## config.mk

```make
export PLATFORM = sky130hd
export DESIGN_NAME = two_channel_alarm_annunciator
export DESIGN_NICKNAME = d
export VERILOG_FILES = /design/src/rtl/annunciator_pkg.sv /design/src/rtl/hold_timer.sv /design/src/rtl/two_channel_alarm_annunciator.sv
export VERILOG_INCLUDE_DIRS = /design/src /design/src/rtl
export SDC_FILE = /design/constraint.sdc
export NUM_CORES = 1
export LEC_CHECK = 0
export ABC_AREA = 0
export BUFFER_PORTS_ARGS = -buffer_cell sky130_fd_sc_hd__buf_4
export CORE_ASPECT_RATIO = 0.8
export CORE_MARGIN = 2
export CORE_UTILIZATION = 40
export CTS_BUF_LIST = sky130_fd_sc_hd__clkbuf_8
export CTS_CLUSTER_DIAMETER = 200
export DETAILED_ROUTE_END_ITERATION = 8
export GPL_TIMING_DRIVEN = 0
export PLACE_DENSITY_LB_ADDON = 0.12
export REMOVE_ABC_BUFFERS = 1
export SLEW_MARGIN = 20
export SYNTH_ARGS = -nofsm -noshare
export SYNTH_HDL_FRONTEND = slang
export SYNTH_SLANG_ARGS = --single-unit
export TNS_END_PERCENT = 1
```

## constraint.sdc

```tcl
create_clock -name clk -period 10.51 [get_ports clk]
set_input_delay 2.102 -clock clk [delete_from_list [all_inputs] [get_ports clk]]
set_output_delay 2.102 -clock clk [all_outputs]
set_load 0.01 [all_outputs]
```

## src/rtl/annunciator_consts.svh

```systemverilog
`ifndef ANNUNCIATOR_CONSTS_SVH
`define ANNUNCIATOR_CONSTS_SVH

// System clock rate and the slow timebase derived from it
`define CLK_MHZ          200
`define TICK_US          1000
`define TICK_CYCLES      (`TICK_US * `CLK_MHZ)

// Power-on settling hold after self-test
`define POWERON_S        30
`define POWERON_TICKS    (`POWERON_S * 1000000 / `TICK_US)

// Activation delay for warning / first-level conditions
`define WARN_DELAY_MIN   5
`define WARN_DELAY_TICKS (`WARN_DELAY_MIN * 60 * 1000000 / `TICK_US)

// Fault detection levels, in mV across the 250 ohm termination
`define FAULT_LO_MV      12'h064
`define FAULT_HI_MV      12'h15e

// Buzzer pattern timing, in timebase ticks (1 ms each)
`define LONG_ON_MS       16'h01f4
`define SLOW_GAP_MS      16'h01f4
`define SHORT_ON_MS      16'h0064
`define FAST_GAP_MS      16'h0064
`define PAUSE_MS         16'h03e8
`define FAULT_GAP_MS     16'h0384

// Beeps per burst
`define WARN_BEEPS       3'h2
`define ALARM_BEEPS      3'h4
`define FAULT_BEEPS      3'h1

// Counter widths
`define TICK_CNT_W       18
`define PON_CNT_W        16
`define DLY_CNT_W        19

`endif

```

## src/rtl/annunciator_pkg.sv

```systemverilog
package annunciator_pkg;

  // Buzzer pattern in play
  typedef enum logic [3:0] {
    PAT_NONE  = 4'h1,
    PAT_WARN  = 4'h2,
    PAT_ALARM = 4'h4,
    PAT_FAULT = 4'h8
  } pat_t;

  // Beep sequencer phase
  typedef enum logic [3:0] {
    BS_IDLE  = 4'h1,
    BS_ON    = 4'h2,
    BS_GAP   = 4'h4,
    BS_PAUSE = 4'h8
  } beep_state_t;

endpackage : annunciator_pkg

```

## src/rtl/hold_timer.sv

```systemverilog
`timescale 1ns/1ps
`default_nettype none
`include "annunciator_consts.svh"

// Qualifies one threshold condition with an optional activation delay
module hold_timer #(
  parameter int W     = `DLY_CNT_W,
  parameter int LIMIT = `WARN_DELAY_TICKS
) (
  input  wire logic clk,
  input  wire logic rst_n,
  input  wire logic tick,    // Timebase pulse
  input  wire logic clear,   // Hold-off or channel disabled
  input  wire logic raw,     // Threshold exceeded
  input  wire logic dly_en,  // Delay option
  output logic      qual     // Qualified condition
);

  logic [W-1:0] cnt_q;  // Ticks spent above threshold
  logic [W-1:0] cnt_d;

  // Count while above threshold; any dip restarts the wait
  always_comb begin
    cnt_d = cnt_q;
    if (clear || !raw) begin
      cnt_d = '0;
    end else if (tick && cnt_q != W'(LIMIT)) begin
      cnt_d = cnt_q + W'(1);
    end
  end

  always_ff @(posedge clk) begin
    if (!rst_n) begin
      cnt_q <= '0;
    end else begin
      cnt_q <= cnt_d;
    end
  end

  // Immediate when the option is off, else only after the full wait
  assign qual = raw && !clear && (!dly_en || cnt_q == W'(LIMIT));
endmodule : hold_timer
`default_nettype wire

```

## src/rtl/two_channel_alarm_annunciator.sv

```systemverilog
`timescale 1ns/1ps
`default_nettype none
`include "annunciator_consts.svh"

module two_channel_alarm_annunciator #(
  parameter int TICK_CYCLES       = `TICK_CYCLES,
  parameter int POWERON_TICKS     = `POWERON_TICKS,
  parameter int WARN_DELAY_TICKS  = `WARN_DELAY_TICKS,
  parameter int ALARM_DELAY_TICKS = `WARN_DELAY_TICKS
) (
  input  wire logic        clk,
  input  wire logic        rst_n,
  input  wire logic [11:0] ch1_level_mv,
  input  wire logic [11:0] ch2_level_mv,
  input  wire logic        ch1_warn_hit,
  input  wire logic        ch2_warn_hit,
  input  wire logic        ch1_alarm_hit,
  input  wire logic        ch2_alarm_hit,
  input  wire logic        two_threshold_mode,
  input  wire logic        alarm_ack,
  input  wire logic        fault_drives_alarm_sel,
  input  wire logic        warning_audio_en,
  input  wire logic        fault_level_sel,
  input  wire logic        warning_delay_en,
  input  wire logic        alarm_delay_en,
  input  wire logic        buzzer_master_en,
  input  wire logic        single_relay_group_sel,
  input  wire logic        single_channel_sel,
  input  wire logic        grp1_warn_sense_strap,
  input  wire logic        grp1_alarm_sense_strap,
  input  wire logic        grp2_warn_sense_strap,
  input  wire logic        grp2_alarm_sense_strap,
  output logic             grp1_warn_relay,
  output logic             grp1_alarm_relay,
  output logic             grp2_warn_relay,
  output logic             grp2_alarm_relay,
  output logic             fault_relay,
  output logic             buzzer,
  output logic             power_on_hold
);

  // ---------------------------------------------------------------
  // Timebase and power-on hold
  // ---------------------------------------------------------------
  logic [`TICK_CNT_W-1:0] tick_cnt_q;  // Divider count
  logic [`TICK_CNT_W-1:0] tick_cnt_d;
  logic                   tick_q;      // One-cycle 1 ms enable
  logic                   tick_d;
  logic [`PON_CNT_W-1:0]  pon_cnt_q;   // Ticks since release
  logic [`PON_CNT_W-1:0]  pon_cnt_d;
  logic                   pwr_hold_q;  // Detection suppressed
  logic                   pwr_hold_d;

  // Divider and hold-off count; the hold drops once and stays down
  always_comb begin
    tick_cnt_d = tick_cnt_q + `TICK_CNT_W'(1);
    tick_d     = 1'b0;
    if (tick_cnt_q == `TICK_CNT_W'(TICK_CYCLES - 1)) begin
      tick_cnt_d = '0;
      tick_d     = 1'b1;
    end
    pon_cnt_d  = pon_cnt_q;
    pwr_hold_d = pwr_hold_q;
    if (pwr_hold_q && tick_q) begin
      if (pon_cnt_q == `PON_CNT_W'(POWERON_TICKS - 1)) begin
        pwr_hold_d = 1'b0;
      end else begin
        pon_cnt_d = pon_cnt_q + `PON_CNT_W'(1);
      end
    end
  end

  always_ff @(posedge clk) begin
    if (!rst_n) begin
      tick_cnt_q <= '0;
      tick_q     <= 1'b0;
      pon_cnt_q  <= '0;
      pwr_hold_q <= 1'b1;
    end else begin
      tick_cnt_q <= tick_cnt_d;
      tick_q     <= tick_d;
      pon_cnt_q  <= pon_cnt_d;
      pwr_hold_q <= pwr_hold_d;
    end
  end

  // ---------------------------------------------------------------
  // Channel conditions
  // ---------------------------------------------------------------
  logic [1:0]  ch_en;       // Channel in use
  logic [1:0]  warn_raw;    // Warning threshold exceeded
  logic [1:0]  alarm_raw;   // Alarm threshold exceeded
  logic [1:0]  fault_raw;   // Signal below fault level
  logic [1:0]  warn_qual;   // Warning after delay
  logic [1:0]  alarm_qual;  // Alarm after delay
  logic [1:0]  ch_warn;     // Final exclusive states
  logic [1:0]  ch_alarm;
  logic [1:0]  ch_fault;
  logic [11:0] fault_mv;    // Selected fault level

  assign ch_en     = {!single_channel_sel, 1'b1};
  assign warn_raw  = {ch2_warn_hit, ch1_warn_hit};
  assign alarm_raw = {ch2_alarm_hit, ch1_alarm_hit};
  // Lost loop current reads as a low level, so fault is level below limit
  assign fault_mv  = fault_level_sel ? `FAULT_HI_MV : `FAULT_LO_MV;
  assign fault_raw = {ch2_level_mv < fault_mv, ch1_level_mv < fault_mv};

  // One delay qualifier per channel and level
  for (genvar i = 0; i < 2; i++) begin : g_ch
    hold_timer #(
      .W     (`DLY_CNT_W),
      .LIMIT (WARN_DELAY_TICKS)
    ) u_warn_tmr (
      .clk    (clk),
      .rst_n  (rst_n),
      .tick   (tick_q),
      .clear  (pwr_hold_q || !ch_en[i]),
      .raw    (warn_raw[i]),
      .dly_en (warning_delay_en),
      .qual   (warn_qual[i])
    );
    hold_timer #(
      .W     (`DLY_CNT_W),
      .LIMIT (ALARM_DELAY_TICKS)
    ) u_alarm_tmr (
      .clk    (clk),
      .rst_n  (rst_n),
      .tick   (tick_q),
      .clear  (pwr_hold_q || !ch_en[i]),
      .raw    (alarm_raw[i]),
      .dly_en (alarm_delay_en),
      .qual   (alarm_qual[i])
    );
    // Fault outranks alarm, alarm outranks warning, so at most one holds
    assign ch_fault[i] = fault_raw[i] && ch_en[i] && !pwr_hold_q;
    assign ch_alarm[i] = !ch_fault[i] && alarm_qual[i];
    assign ch_warn[i]  = !ch_fault[i] && !alarm_qual[i] && warn_qual[i];
  end

  // ---------------------------------------------------------------
  // Unacknowledged alarm memory
  // ---------------------------------------------------------------
  logic [1:0] unack_q;  // Alarm seen, not yet acknowledged
  logic [1:0] unack_d;

  // A live alarm re-sets the flag even in the acknowledge cycle
  always_comb begin
    unack_d = ch_alarm | (unack_q & {2{!alarm_ack}});
  end

  always_ff @(posedge clk) begin
    if (!rst_n) begin
      unack_q <= '0;
    end else begin
      unack_q <= unack_d;
    end
  end

  // ---------------------------------------------------------------
  // Relay drive
  // ---------------------------------------------------------------
  logic [4:0] relay_q;  // g1 warn, g1 alarm, g2 warn, g2 alarm, fault
  logic [4:0] relay_d;
  logic       g1w, g1a, g2w, g2a;  // Active-condition before sense

  always_comb begin
    if (single_relay_group_sel) begin
      g1w = |ch_warn;
      g1a = |ch_alarm || (fault_drives_alarm_sel && |ch_fault);
      g2w = 1'b0;
      g2a = 1'b0;
    end else begin
      g1w = ch_warn[0];
      g1a = ch_alarm[0] || (fault_drives_alarm_sel && ch_fault[0]);
      g2w = ch_warn[1];
      g2a = ch_alarm[1] || (fault_drives_alarm_sel && ch_fault[1]);
    end
    // A set strap means failsafe: energized at rest, dropped on condition
    relay_d[0] = g1w ^ grp1_warn_sense_strap;
    relay_d[1] = g1a ^ grp1_alarm_sense_strap;
    relay_d[2] = g2w ^ grp2_warn_sense_strap;
    relay_d[3] = g2a ^ grp2_alarm_sense_strap;
    relay_d[4] = |ch_fault;
  end

  always_ff @(posedge clk) begin
    if (!rst_n) begin
      relay_q <= '0;
    end else begin
      relay_q <= relay_d;
    end
  end

  // ---------------------------------------------------------------
  // Buzzer pattern select and sequencer
  // ---------------------------------------------------------------
  annunciator_pkg::pat_t        sel;       // Requested pattern
  annunciator_pkg::pat_t        pat_q;     // Pattern in play
  annunciator_pkg::pat_t        pat_d;
  annunciator_pkg::beep_state_t st_q;
  annunciator_pkg::beep_state_t st_d;
  logic [15:0] ms_q;      // Ticks in current phase
  logic [15:0] ms_d;
  logic [2:0]  beep_q;    // Beeps done in this burst
  logic [2:0]  beep_d;
  logic        buzz_q;
  logic        buzz_d;
  logic [15:0] on_len, gap_len, pause_len;  // Pattern timing
  logic [2:0]  nbeeps;
  logic        alarm_req, warn_req, fault_req;

  // Request terms; a fault is quiet while the far channel is busy
  always_comb begin
    alarm_req = |ch_alarm || (!two_threshold_mode && |ch_warn);
    warn_req  = two_threshold_mode && warning_audio_en && |ch_warn;
    fault_req = (ch_fault[0] && !unack_q[1] && !ch_alarm[1] && !ch_warn[1])
             || (ch_fault[1] && !unack_q[0] && !ch_alarm[0] && !ch_warn[0]);
    if (!buzzer_master_en || pwr_hold_q) begin
      sel = annunciator_pkg::PAT_NONE;
    end else if (alarm_req) begin
      sel = annunciator_pkg::PAT_ALARM;
    end else if (warn_req) begin
      sel = annunciator_pkg::PAT_WARN;
    end else if (fault_req) begin
      sel = annunciator_pkg::PAT_FAULT;
    end else begin
      sel = annunciator_pkg::PAT_NONE;
    end
  end

  // Timing of the pattern in play
  always_comb begin
    case (pat_q)
      annunciator_pkg::PAT_WARN: begin
        on_len = `LONG_ON_MS; gap_len = `SLOW_GAP_MS; pause_len = `PAUSE_MS; nbeeps = `WARN_BEEPS;
      end
      annunciator_pkg::PAT_ALARM: begin
        on_len = `SHORT_ON_MS; gap_len = `FAST_GAP_MS; pause_len = `PAUSE_MS; nbeeps = `ALARM_BEEPS;
      end
      annunciator_pkg::PAT_FAULT: begin
        on_len = `SHORT_ON_MS; gap_len = `FAULT_GAP_MS; pause_len = `FAULT_GAP_MS; nbeeps = `FAULT_BEEPS;
      end
      default: begin
        on_len = `SHORT_ON_MS; gap_len = `FAST_GAP_MS; pause_len = `PAUSE_MS; nbeeps = `FAULT_BEEPS;
      end
    endcase
  end

  // A change of pattern restarts at the first beep so bursts stay whole
  always_comb begin
    pat_d  = pat_q;
    st_d   = st_q;
    ms_d   = ms_q;
    beep_d = beep_q;
    if (sel != pat_q) begin
      pat_d  = sel;
      st_d   = (sel == annunciator_pkg::PAT_NONE) ? annunciator_pkg::BS_IDLE : annunciator_pkg::BS_ON;
      ms_d   = '0;
      beep_d = '0;
    end else if (tick_q) begin
      case (st_q)
        annunciator_pkg::BS_ON: begin
          if (ms_q + 16'h0001 >= on_len) begin
            ms_d   = '0;
            beep_d = beep_q + 3'h1;
            st_d   = (beep_q + 3'h1 == nbeeps) ? annunciator_pkg::BS_PAUSE : annunciator_pkg::BS_GAP;
          end else begin
            ms_d = ms_q + 16'h0001;
          end
        end
        annunciator_pkg::BS_GAP: begin
          if (ms_q + 16'h0001 >= gap_len) begin
            ms_d = '0;
            st_d = annunciator_pkg::BS_ON;
          end else begin
            ms_d = ms_q + 16'h0001;
          end
        end
        annunciator_pkg::BS_PAUSE: begin
          if (ms_q + 16'h0001 >= pause_len) begin
            ms_d   = '0;
            beep_d = '0;
            st_d   = annunciator_pkg::BS_ON;
          end else begin
            ms_d = ms_q + 16'h0001;
          end
        end
        default: begin
          st_d = annunciator_pkg::BS_IDLE;
        end
      endcase
    end
    buzz_d = (st_d == annunciator_pkg::BS_ON);
  end

  always_ff @(posedge clk) begin
    if (!rst_n) begin
      pat_q  <= annunciator_pkg::PAT_NONE;
      st_q   <= annunciator_pkg::BS_IDLE;
      ms_q   <= '0;
      beep_q <= '0;
      buzz_q <= 1'b0;
    end else begin
      pat_q  <= pat_d;
      st_q   <= st_d;
      ms_q   <= ms_d;
      beep_q <= beep_d;
      buzz_q <= buzz_d;
    end
  end

  // Outputs straight from flops
  assign grp1_warn_relay  = relay_q[0];
  assign grp1_alarm_relay = relay_q[1];
  assign grp2_warn_relay  = relay_q[2];
  assign grp2_alarm_relay = relay_q[3];
  assign fault_relay      = relay_q[4];
  assign buzzer           = buzz_q;
  assign power_on_hold    = pwr_hold_q;
endmodule : two_channel_alarm_annunciator
`default_nettype wire

```

==> results by group <==
STA
  • RSZ-0062 raised after global routing: no
  • Worst slew margin: 27.94%
  • Achievable Freq: 185.9 MHz
  • Final setup fails: 0
  • Worst slew pin tran: 1.073 ns
  • Sum Neg Setup Slack: 0 ns
  • Post-layout min period: 5.378 ns
  • Period utilisation layout: 51.17%
  • Worst setup margin: 5.132 ns
  • Final Hold Violating Endpoints: 0
  • Final setup skew: 0.01734 ns
  • Slew Viols, Final: 0

Setup path
  • Family with the most delay on the worst path: compound AO/OA/AOI/OAI gates
  • Worst Path Buf+Inv: 3
  • Crit. Startpoint: fault_level_sel
  • CP max FO: 18
  • Worst Path Arrival: 5.72 ns
  • CP Launch Type: primary input
  • Critical Path Slowest Stage Cell: o311ai_1
  • WS Path Type: in -> reg
  • CP Capture Type: register
  • Worst Path Required: 10.85 ns
  • R2r setup slk: 6.60 ns
  • Worst path cell trace: buf_4 -> inv_1 -> ha_1 -> a21oi_1 -> nor2b_1 -> o311ai_1 -> a221oi_1 -> or3b_1 -> o221ai_1 -> a41oi_2 -> o22ai_4 -> buf_16 -> mux2_4
  • Max incr delay on CP: 0.51 ns
  • R2R Path Start: ms_q[0]$_SDFFE_PP0P_

Power and ir drop
  • Pleak: 0.003079 uW
  • Max VDD drop: 0.05842 mV
  • Power per standard cell area: 111.3 mW/mm^2
  • Total power: 976.6 uW

Place
  • Hpwl dp: 12490 um
  • Placed insts: 1198
  • Routability Congestion: 0.7616
  • Dpl ws: 4.363 ns
  • PortBufs: 48

CTS
  • Post-CTS Setup Repair Bufs: 0
  • Clock root buffer: clkbuf_8
  • TritonCTS sink count: 147
  • TritonCTS Buffers: 17
  • TritonCTS clock tree: built
  • Worst-Skew Late Latency: 0.45 ns
  • Hold buffers post-CTS: 0
  • CTS Buffer Depth: 2
  • H-tree depth: 4
  • # resized after CTS: 0
  • Clock slew seen by the registers of the worst setup and hold paths: 0.08 ns

Layout
  • # diodes: 0
  • Share of cells above drive strength 1: 12.16%
  • Nets: 1036
  • Footprint of the multi-input gates: 0.004682 mm^2
  • Commonest non-fill, non-tap cell in the layout: dfxtp_1
  • Filler cells: 1906
  • FF/Latch Area: 0.002943 mm^2
  • Layout area overhead: 11.99%
  • Most frequent cells in the layout: 147 x dfxtp_1, 131 x nor2_1, 80 x nand2_1, 62 x xor2_1, 50 x nand3_1
  • Fin cells: 1228

Detailed routing
  • Via Count: 6341
  • M1 wire length: 9326 um
  • Post-route ant nets: 0
  • DRT iter0 DRCs: 288
  • WL met3: 492 um
  • Pre-antenna DRT Iters: 4
  • DR vias/cell: 5.164
  • Total Wirelength: 17380 um
  • Drt wl/cell: 14.15 um
  • Max layer used: met4
  • Residual DRC: 0
  • Met2 WL: 7407 um

Logic synthesis
  • Sequential area share after synthesis: 37.57%
  • Mapped Area: 0.007834 mm^2
  • Leading register cell type out of synthesis: dfxtp_1
  • Number of distinct library cells after synthesis: 75
  • Yosys warning total: 0
  • Number of synthesized register bits: 147
  • Top cell type by total area after synthesis: dfxtp_1
  • Avg Cell Area, Syn: 8.534 um^2
  • Yosys top cell area share: 37.57%
  • Number of synthesized flops with an enable pin: 0
  • Post-synth ARST share: 0%
  • Cells after Synth: 918
  • Ranking of synthesized cells by area: dfxtp_1 38%, xor2_1 6.9%, nor2_1 6.3%

Global routing
  • Initial antenna violation count: 0
  • Pin count of the biggest net entering global routing: 37
  • First-pass GRT wire length: 28920 um
  • GRT overflow: 0
  • Number of global-route vias before repair: 5668
  • Global Route Usage Sum: 17.30%

Die
  • I/O pin count: 51
  • Die span in y: 129.2 um
  • Die ar.: 0.02073 mm^2
  • Core Region: 0.01909 mm^2
  • DIE WIDTH: 160.5 um
  • Core Rows: 45
  • Starting Density: 41.04%

Job
  • Max-Cap Viols: 0

Min path
  • Min-delay src: tick_cnt_q[0]$_SDFF_PP0_
  • Worst hold path class: reg -> reg

Status
  • Status: complete, no violations
-- cells in the mapped netlist, drive strengths merged, types with 12 or more instances --
library cell,count
a21oi,38
and2,12
nor2,132
nor3,35
inv,25
nand4,31
nand3,50
nand2,80
xor2,62
or3,21
dfxtp,147
clkbuf,21
xnor2,39
and3,28
o21ai,27
ha,32
-- stage by stage --
| stage | hold slack (ns) | cell area [um^2] | util (%) |
|---|---|---|---|
| 6_report | 0.4628 | 8773 | 45.97 |
| 5_1_grt | 0.4966 | 8773 | 45.97 |
| 4_1_cts | 0.4657 | 8740 | 45.79 |
| 3_5_place_dp | 0.4494 | 8424 | 44.14 |
| 3_3_place_gp | 0.4434 | 8399 | 44.01 |
| 2_1_floorplan | 0.4305 | 7716 | - |
-- routing by layer --
layer / up-vias / track usage [%]
li1: 3339 / -
met1: 2918 / 24.89
met2: 72 / 26.24
met3: 12 / 3.905
met4: 0 / 4.452
met5: - / 0
-- logic make-up (layout without fill, tap and decap cells) --
| logic type | count (synthesis) | count (layout) | synth area share, % |
|---|---|---|---|
| XOR/XNOR | 101 | 101 | 11.29 |
| AO/OA/AOI/OAI | 129 | 129 | 11.71 |
| flip-flops | 147 | 147 | 37.57 |
| multiplexers | 8 | 8 | 1.086 |
| adder cells (fa/ha/maj) | 32 | 32 | 5.111 |
| AND/OR/NAND/NOR | 447 | 447 | 30.44 |
| buffers and inverters | 54 | 106 | 2.795 |
-- sequential cells by signal, summed over array words and instances (netlist names) --
signal / count
power_on_hold: 1
pat_q: 4
pon_cnt_q: 16
tick_q: 1
buzzer: 1
g_ch.u_warn_tmr.cnt_q: 38
g_ch.u_alarm_tmr.cnt_q: 38
ms_q: 16
relay_q: 5
tick_cnt_q: 18
beep_q: 3
st_q: 4
unack_q: 2
-- path summary, 6_finish.rpt --
check,endpoint,cells after the start
min,tick_cnt_q[0]$_SDFF_PP0_,1
max,st_q[0]$_SDFF_PN1_,13
min reg2reg,tick_cnt_q[0]$_SDFF_PP0_,1
max reg2reg,ms_q[4]$_SDFFE_PP0P_,11
-- worst reg2reg max path, stage by stage (launching register included) --
cell and delay (ns):
dfxtp_1 0.52, ha_1 0.51, nand2_1 0.13, xnor2_1 0.37
ha_1 0.32, o221a_1 0.13, o311ai_0 0.56, nand2_1 0.15
a221o_1 0.44, nor2_1 0.29, nand3_1 0.14, a211oi_2 0.27
-- layout make-up --
type / count / area share (%)
multi-input combinational: 717 / 53.37
sequential: 147 / 33.54
clock inverter: 12 / 0.9270
clock buffer: 17 / 2.667
tap: 258 / 3.679
inverter: 27 / 1.169
timing repair buffer: 50 / 4.649
-- report_power, final --
group,internal (uW),switching [uW],leakage (uW)
Combinational,17.5,17.3,0.00171
Sequential,558,1.51,0.00119
Clock,176,206,0.000183
Note: power is estimated with default switching activity, not from simulation.
